[src/lccu_map.vh]
// Opcode, width and field constants for the ladder contact compare unit
`ifndef LCCU_MAP_VH
`define LCCU_MAP_VH
`define LCCU_OP_W 9
`define LCCU_OP_LOG_LD 9'h0D7
`define LCCU_OP_LOG_SER 9'h0DA
`define LCCU_OP_LOG_PAR 9'h0DD
`define LCCU_OP_CMP_LD 9'h0E0
`define LCCU_OP_CMP_SER 9'h0E8
`define LCCU_OP_CMP_PAR 9'h0F0
`define LCCU_OP_FLT_LD 9'h113
`define LCCU_OP_FLT_SER 9'h119
`define LCCU_OP_FLT_PAR 9'h11F
`define LCCU_LOG_SPAN 9'h003
`define LCCU_FLT_SPAN 9'h006
`define LCCU_CMP_SPAN 9'h007
`define LCCU_CMP_HOLE 3'h3
`define LCCU_REL_EQ 3'h0
`define LCCU_REL_GT 3'h1
`define LCCU_REL_LT 3'h2
`define LCCU_REL_NE 3'h3
`define LCCU_REL_LE 3'h4
`define LCCU_REL_GE 3'h5
`define LCCU_LOG_AND 2'h0
`define LCCU_LOG_OR 2'h1
`define LCCU_LOG_XOR 2'h2
`define LCCU_JOIN_LD 2'h0
`define LCCU_JOIN_SER 2'h1
`define LCCU_JOIN_PAR 2'h2
`define LCCU_FP_SIGN 31
`define LCCU_FP_EXP_HI 30
`define LCCU_FP_EXP_LO 23
`define LCCU_FP_EXP_MAX 8'hFF
`define LCCU_FP_MANT_HI 22
`define LCCU_FP_MAG_HI 30
`define LCCU_WORD_HI 15
`define LCCU_SIGN16 15
`define LCCU_SIGN32 31
`define LCCU_ZERO32 32'h00000000
`endif

[src/lccu_contact_unit.v]
// Ladder contact compare unit: logic and compare contacts joined into the rung
`timescale 1ns/1ns
module lccu_contact_unit (
   // Clock and reset
   input wire mclk,
   input wire rst_n,
   input wire clk_en,
   // Instruction request
   input wire req_valid,
   input wire [8:0] opcode,
   input wire wide,
   input wire rung_in,
   // Operand one: low word, high word, or immediate float
   input wire [15:0] s1_lo,
   input wire [15:0] s1_hi,
   input wire s1_imm_sel,
   input wire [31:0] s1_imm,
   // Operand two
   input wire [15:0] s2_lo,
   input wire [15:0] s2_hi,
   input wire s2_imm_sel,
   input wire [31:0] s2_imm,
   // Result
   output reg rung_out_q,
   output reg contact_q,
   output reg done_q,
   output reg illegal_q
);
`include "lccu_map.vh"
   wire is_log;
   wire is_flt;
   wire [1:0] logic_op;
   wire [2:0] rel;
   wire [1:0] join_sel;
   wire legal;

   lccu_decode u_dec (
      .opcode(opcode),
      .is_log(is_log),
      .is_flt(is_flt),
      .logic_op(logic_op),
      .rel(rel),
      .join_sel(join_sel),
      .legal(legal)
   );

   // Operand ports gathered so both operands share one generate body
   localparam OPND_N = 2;
   wire [15:0] lo_word [0:OPND_N-1];
   wire [15:0] hi_word [0:OPND_N-1];
   wire [31:0] imm_word [0:OPND_N-1];
   wire imm_pick [0:OPND_N-1];
   wire [31:0] opnd_ext [0:OPND_N-1];
   wire [31:0] opnd_reg [0:OPND_N-1];
   wire [31:0] opnd [0:OPND_N-1];
   wire [`LCCU_FP_EXP_HI-`LCCU_FP_EXP_LO:0] opnd_exp [0:OPND_N-1];
   wire [`LCCU_FP_MANT_HI:0] opnd_mant [0:OPND_N-1];
   wire [`LCCU_FP_MAG_HI:0] opnd_mag [0:OPND_N-1];
   wire opnd_sign [0:OPND_N-1];
   wire opnd_nan [0:OPND_N-1];
   wire opnd_zero [0:OPND_N-1];
   assign lo_word[0] = s1_lo;
   assign lo_word[1] = s2_lo;
   assign hi_word[0] = s1_hi;
   assign hi_word[1] = s2_hi;
   assign imm_word[0] = s1_imm;
   assign imm_word[1] = s2_imm;
   assign imm_pick[0] = s1_imm_sel;
   assign imm_pick[1] = s2_imm_sel;

   // Float codes are always 32-bit, whatever the wide input says
   wire use_wide = wide | is_flt;

   genvar gi;
   generate
      for (gi = 0; gi < OPND_N; gi = gi + 1) begin : g_opnd
         assign opnd_ext[gi] =
            {{(`LCCU_WORD_HI + 1){lo_word[gi][`LCCU_SIGN16]}}, lo_word[gi]};
         // Second register of the pair holds the upper word
         assign opnd_reg[gi] = use_wide ? {hi_word[gi], lo_word[gi]} : opnd_ext[gi];
         assign opnd[gi] = (is_flt && imm_pick[gi]) ? imm_word[gi] : opnd_reg[gi];
         assign opnd_exp[gi] = opnd[gi][`LCCU_FP_EXP_HI:`LCCU_FP_EXP_LO];
         assign opnd_mant[gi] = opnd[gi][`LCCU_FP_MANT_HI:0];
         assign opnd_mag[gi] = opnd[gi][`LCCU_FP_MAG_HI:0];
         assign opnd_sign[gi] = opnd[gi][`LCCU_FP_SIGN];
         // Single-precision specials: NaN and either signed zero
         assign opnd_nan[gi] = (opnd_exp[gi] == `LCCU_FP_EXP_MAX) &&
            (opnd_mant[gi] != 23'h000000);
         assign opnd_zero[gi] = (opnd_mag[gi] == 31'h00000000);
      end
   endgenerate

   wire [31:0] a = opnd[0];
   wire [31:0] b = opnd[1];

   reg [31:0] bitres;
   always @* begin
      case (logic_op)
         `LCCU_LOG_OR: bitres = a | b;
         `LCCU_LOG_XOR: bitres = a ^ b;
         default: bitres = a & b;
      endcase
   end
   wire log_hit = (bitres != `LCCU_ZERO32);

   // Signed integer ordering
   wire int_lt = $signed(a) < $signed(b);
   wire int_eq = (a == b);

   // Single-precision ordering; signed zeros equal, NaN unordered
   wire unord = opnd_nan[0] | opnd_nan[1];
   wire both_zero = opnd_zero[0] && opnd_zero[1];
   wire sa = opnd_sign[0];
   wire sb = opnd_sign[1];
   wire mag_lt = opnd_mag[0] < opnd_mag[1];
   wire mag_gt = opnd_mag[0] > opnd_mag[1];
   wire f_eq = !unord && (both_zero || a == b);
   wire f_lt = !unord && !both_zero &&
      ((sa && !sb) || (!sa && !sb && mag_lt) || (sa && sb && mag_gt));

   wire eq = is_flt ? f_eq : int_eq;
   wire lt = is_flt ? f_lt : int_lt;
   // Unordered floats fail every relation except unequal
   wire f_gt = !unord && !f_eq && !f_lt;
   wire int_gt = !int_eq && !int_lt;
   wire gt = is_flt ? f_gt : int_gt;

   reg cmp_hit;
   always @* begin
      case (rel)
         `LCCU_REL_GT: cmp_hit = gt;
         `LCCU_REL_LT: cmp_hit = lt;
         `LCCU_REL_NE: cmp_hit = !eq;
         `LCCU_REL_LE: cmp_hit = lt | eq;
         `LCCU_REL_GE: cmp_hit = gt | eq;
         default: cmp_hit = eq;
      endcase
   end

   wire hit = is_log ? log_hit : cmp_hit;
   reg rung_join;
   always @* begin
      case (join_sel)
         `LCCU_JOIN_SER: rung_join = rung_in & hit;
         `LCCU_JOIN_PAR: rung_join = rung_in | hit;
         default: rung_join = hit;
      endcase
   end

   // Illegal codes leave rung and contact untouched, so the rung survives a bad fetch
   reg rung_d;
   reg contact_d;
   reg done_d;
   reg illegal_d;
   always @* begin
      rung_d = rung_out_q;
      contact_d = contact_q;
      done_d = req_valid;
      illegal_d = illegal_q;
      if (req_valid) begin
         illegal_d = !legal;
         if (legal) begin
            rung_d = rung_join;
            contact_d = hit;
         end
      end
   end

   // Clock enable low freezes every flop, the done pulse included
   always @(posedge mclk or negedge rst_n) begin
      if (!rst_n) begin
         rung_out_q <= 1'b0;
         contact_q <= 1'b0;
         done_q <= 1'b0;
         illegal_q <= 1'b0;
      end else if (clk_en) begin
         rung_out_q <= rung_d;
         contact_q <= contact_d;
         done_q <= done_d;
         illegal_q <= illegal_d;
      end
   end
endmodule // lccu_contact_unit

[src/lccu_decode.v]
// Opcode decoder: maps an instruction code to kind, relation and join
`timescale 1ns/1ns
module lccu_decode (
   // Instruction code
   input wire [8:0] opcode,
   // Decoded fields
   output reg is_log,
   output reg is_flt,
   output reg [1:0] logic_op,
   output reg [2:0] rel,
   output reg [1:0] join_sel,
   output reg legal
);
`include "lccu_map.vh"
   reg [8:0] off;
   always @* begin
      is_log = 1'b0;
      is_flt = 1'b0;
      logic_op = `LCCU_LOG_AND;
      rel = `LCCU_REL_EQ;
      join_sel = `LCCU_JOIN_LD;
      legal = 1'b0;
      off = 9'h000;
      if (opcode >= `LCCU_OP_LOG_LD && opcode < `LCCU_OP_CMP_LD) begin
         is_log = 1'b1;
         legal = 1'b1;
         off = opcode - `LCCU_OP_LOG_LD;
         if (off >= `LCCU_LOG_SPAN + `LCCU_LOG_SPAN) begin
            join_sel = `LCCU_JOIN_PAR;
            off = off - (`LCCU_LOG_SPAN + `LCCU_LOG_SPAN);
         end else if (off >= `LCCU_LOG_SPAN) begin
            join_sel = `LCCU_JOIN_SER;
            off = off - `LCCU_LOG_SPAN;
         end
         logic_op = off[1:0];
      end else if (opcode >= `LCCU_OP_CMP_LD && opcode < `LCCU_OP_CMP_PAR + `LCCU_CMP_SPAN) begin
         off = opcode - `LCCU_OP_CMP_LD;
         join_sel = off[4:3];
         rel = (off[2:0] > `LCCU_CMP_HOLE) ? off[2:0] - 3'h1 : off[2:0];
         legal = (off[2:0] != `LCCU_CMP_HOLE) && (off[2:0] != `LCCU_CMP_SPAN);
      end else if (opcode >= `LCCU_OP_FLT_LD && opcode < `LCCU_OP_FLT_PAR + `LCCU_FLT_SPAN) begin
         is_flt = 1'b1;
         legal = 1'b1;
         off = opcode - `LCCU_OP_FLT_LD;
         if (opcode >= `LCCU_OP_FLT_PAR) begin
            join_sel = `LCCU_JOIN_PAR;
            off = opcode - `LCCU_OP_FLT_PAR;
         end else if (opcode >= `LCCU_OP_FLT_SER) begin
            join_sel = `LCCU_JOIN_SER;
            off = opcode - `LCCU_OP_FLT_SER;
         end
         rel = off[2:0];
      end
   end
endmodule // lccu_decode

[config.mk]
export PLATFORM = sky130hd
export DESIGN_NAME = lccu_contact_unit
export DESIGN_NICKNAME = d
export VERILOG_FILES = /design/src/lccu_contact_unit.v /design/src/lccu_decode.v
export VERILOG_INCLUDE_DIRS = /design/src
export SDC_FILE = /design/constraint.sdc
export NUM_CORES = 1
export LEC_CHECK = 0
export BUFFER_PORTS_ARGS = -buffer_cell sky130_fd_sc_hd__buf_4
export CORE_MARGIN = 2
export CORE_UTILIZATION = 40
export CTS_BUF_LIST = sky130_fd_sc_hd__clkbuf_4 sky130_fd_sc_hd__clkbuf_8
export CTS_CLUSTER_DIAMETER = 30
export CTS_CLUSTER_SIZE = 16
export DETAILED_ROUTE_END_ITERATION = 12
export MAX_ROUTING_LAYER = met4
export PLACE_DENSITY = 0.62
export SETUP_SLACK_MARGIN = 0.02
export SLEW_MARGIN = 20
export SYNTH_ARGS = -nofsm -noshare
export SYNTH_HDL_FRONTEND = slang
export SYNTH_HIERARCHICAL = 1
export SYNTH_SLANG_ARGS = --single-unit
[constraint.sdc]
create_clock -name mclk -period 2.2 [get_ports mclk]
set_clock_uncertainty 0.2 [all_clocks]
set_input_delay 0.22 -clock mclk [delete_from_list [all_inputs] [get_ports mclk]]
set_output_delay 0.22 -clock mclk [all_outputs]
set_load 0.01 [all_outputs]
==> summary.md <==
| Metric | Value |
|---|---|
| Req. time, crit path | `2.08 ns` |
| Fin crit share | `180%` |
| Final Max Tran Viols | `0` |
| Final Wtd Congestion | `0.938` |
| Asr flop ratio synth | `between 90% and 100%` |
| VDD IR max | `between 0.0003 and 0.0004 V` |
| # Max-Cap Violations | `0` |
| Final Hold Vio Count | `0` |
| CP peak stage delay | `approximately 0.35 ns` |
| Commonest non-fill, non-tap cell in the layout | `buf_4` |
| WL/cell | `17.4 um` |
| Status | `complete, but fails checks` |
| Compound-Gate Fraction of Synth Area | `21.6%` |
| Final Non-Filler Cells | `approximately 1100` |
| Core area | `12000 um2` |
| Clock share of power | `8.1%` |
| Antenna viol nets, final | `0` |
| Maximum clock rate | `0.253 GHz` |
| Pleak | `4.21 nW` |
| Xor/xnor share of the synthesized area | `less than 1%` |
| Root buffer cell | `clkbuf_8` |
| Die height | `115 um` |
| Number of distinct library cells after synthesis | `86` |
| Gate count after technology mapping | `roughly 630` |
| Crit-path cells | `buf_6, ha_4, a2111oi_4, o32ai_2, nand2_2, clkinv_4, buf_12, clkbuf_16, nand3_1, nand2_1, ha_1, a41o_1, a21oi_1, o21ai_1, a221o_1, o2bb2ai_4, a211oi_2, mux2i_1, nand3b_1, a221oi_2, o31ai_1` |
| Syn-to-layout area delta | `72.4%` |
| CP delay by family, top | `compound AO/OA/AOI/OAI gates` |
| H-tree levels | `1` |
| Max_slew headroom | `just over 60%` |
| Crit. End Element | `register` |
| Period minus WS final | `3.96 ns` |
| Drt initial violations | `280` |
| First-pass GRT wire length | `30300 um` |
| Fraction of power consumed by combinational cells | `between 80% and 90%` |
| WP buf/inv | `4` |
| CP max-delay cell | `a221o_1` |
| PortBufs | `148` |
| Largest net degree at the start of global routing | `22` |
| Syn Nets | `859` |
| Avg Inst Size Synth | `7.84 um2` |
| Full die area | `13200 um2` |
| Synthesized-area fraction occupied by adder cells | `21.9%` |
| CTS tree | `built` |
| Antenna violations before repair | `0` |
| Register share of total power | `~4.6%` |
| Synth Warn # | `6` |
| Final net count | `1216` |
| Post-synthesis register bit count | `4` |
| Num CTS Buffers | `3` |
| Synth area leader | `ha_1` |
| DR vias | `around 6200` |
| Switching Share | `42.1%` |
| Post-synth EDFFs | `0` |
| Placed Cells | `1099` |
| CP Launch Type | `primary input` |
| Post-Synth Simple-Gate Area | `24.0%` |
| Failing checks | `setup timing` |
| Final WL | `19700 um` |
| Fin area | `about 8500 um2` |
| # IOs | `149` |
| Clock Latency Late Sink | `between 0.2 and 0.25 ns` |
| Final setup violation count | `2` |
| RSZ-0062 raised after global routing | `true` |
| Drc violations | `0` |
| Hold Crit Class | `in -> reg` |
| Layout cell share with drive strength beyond 1 | `50.1%` |
| DIE WIDTH | `~110 um` |
| Area after DPL | `7760 um2` |
| WP data arrival | `roughly 3.8 ns` |
| Clock transition at path regs | `0.03 ns` |
| CTS max path bufs | `2` |
| Internal power | `about 1.1 mW` |
| Mapped Area | `4920 um2` |
| Worst-margin pin slew | `0.577 ns` |
| Main combinational cell family by area after synthesis | `simple AND/OR/NAND/NOR gates` |
| Aggregate global routing overflow | `0` |
| Fin worst setup slack | `-1.76 ns` |
| Most frequent cells in the layout | `362 x buf_4, 73 x ha_1, 58 x inv_1` |
| Post-DP HPWL | `16300 um` |
| Starting Density | `41.0%` |
| PD cells | `221 nW/um2` |
| DRT Pass-1 Iters | `5` |
| Row cnt | `40` |
| Antenna Cells | `0` |
| Setup CP Type | `in -> reg` |
| Sink Count | `4` |
| Dpl ws | `-2.13 ns` |
| Worst-path fanout max | `6` |
| Global Route Usage Sum | `29.1%` |
| Seq/Total Area, Yosys | `2.03%` |
| Area contributors post-synth | `ha_1 22%, mux2i_1 13%, inv_1 5.0%` |
| Vias in the first global route | `6321` |
| Net Switching | `0.791 mW` |
| Synth top area share | `21.9%` |
| Prevailing post-synth register cell | `dfrtp_1` |
| Multiplexer share of the synthesized area | `21.1%` |
| Total chip power | `approximately 1.9 mW` |
| Avg Vias per Cell | `between 5 and 6` |
[cell type report]
type	count	area, um2
flip-flops and latches	4	100
well taps	147	184
repair buffers	378	3030
fillers	988	3520
clock buffers	3	41.3
multi-input cells	532	4890
inverters	66	253
[worst paths after layout]
check | endpoint | cells after the start | from | slack [ns]
worst max-delay path | contact_q | 21 | opcode[0] | -1.76
worst min-delay path | done_q | 2 | clk_en | 0.02
worst max register to register | rung_out_q | 2 | rung_out_q | 1.30
worst min register to register | contact_q | 2 | contact_q | 0.29
max in group asynchronous | contact_q | 2 | rst_n | 1.56
min in group asynchronous | done_q | 2 | rst_n | 0.14
[power by group through the flow]
stage	Combinational [mW]	Sequential, mW	Clock, mW
after global routing	1.77	0.0877	0.167
after floorplan	0.702	0.0914	0
after global placement	1.45	0.0876	0
after CTS	1.55	0.0870	0.158
final	1.64	0.0872	0.153
after detailed placement	1.48	0.0876	0
[flip-flops by register name, indices dropped and copies added (netlist names)]
| signal | cells |
|---|---|
| illegal_q | 1 |
| done_q | 1 |
| rung_out_q | 1 |
| contact_q | 1 |
[what timing repair did]
item | 4_1_cts | 5_1_grt
setup endpoints to repair | 2 | 2
setup buffers | 6 | 17
gates cloned | 1 | 3
endpoints found under the hold margin | 4 | 0
hold buffers | 1 | 0
pin swaps | 19 | 19
resized for setup | 30 | 51
[stage by stage]
| step | hold WS (ns) | util, % | TNS [ns] |
|---|---|---|---|
| after global routing | 0.0109 | 70.7 | -3.87 |
| after detailed placement | -0.182 | 64.6 | -4.25 |
| after floorplan | -0.276 | - | -3.41 |
| after global placement | -0.183 | 64.6 | -4.17 |
| final | 0.0161 | 70.7 | -3.48 |
| after CTS | 0.0111 | 67.1 | -3.53 |
[kinds of logic after synthesis]
logic type	count (synthesis)
fa+ha+maj	86
mux	95
compound gates	137
flops	4
xor+xnor	3
buf+inv	93
simple gates	210
[Yosys cell counts (5+ instances only)]
library cell  count
ha_1             86
mux2i_1          66
inv_1            65
nand2_1          44
nor2_1           32
nor4_1           26
a21oi_1          25
nand3_1          21
nor2b_1          16
mux2_2           14
buf_2            11
nand4_1          11
o21ai_0          11
o31ai_1          11
a21o_1           10
nor3_1           10
mux2_1            9
and3_1            7
clkbuf_1          6
o21bai_1          6
a21bo_2           5
buf_6             5
nand2b_1          5
nor3b_1           5
o21ba_1           5
or4_1             5
[routing by layer]
metal	share of wire, %	wire [um]	GRT usage, %
met4	3.3	646	10.1
met5	0	0	-
met1	43	8410	34.7
met3	3.6	712	1.63
met2	50	9940	51.8
(Power assumes the default switching activity.)
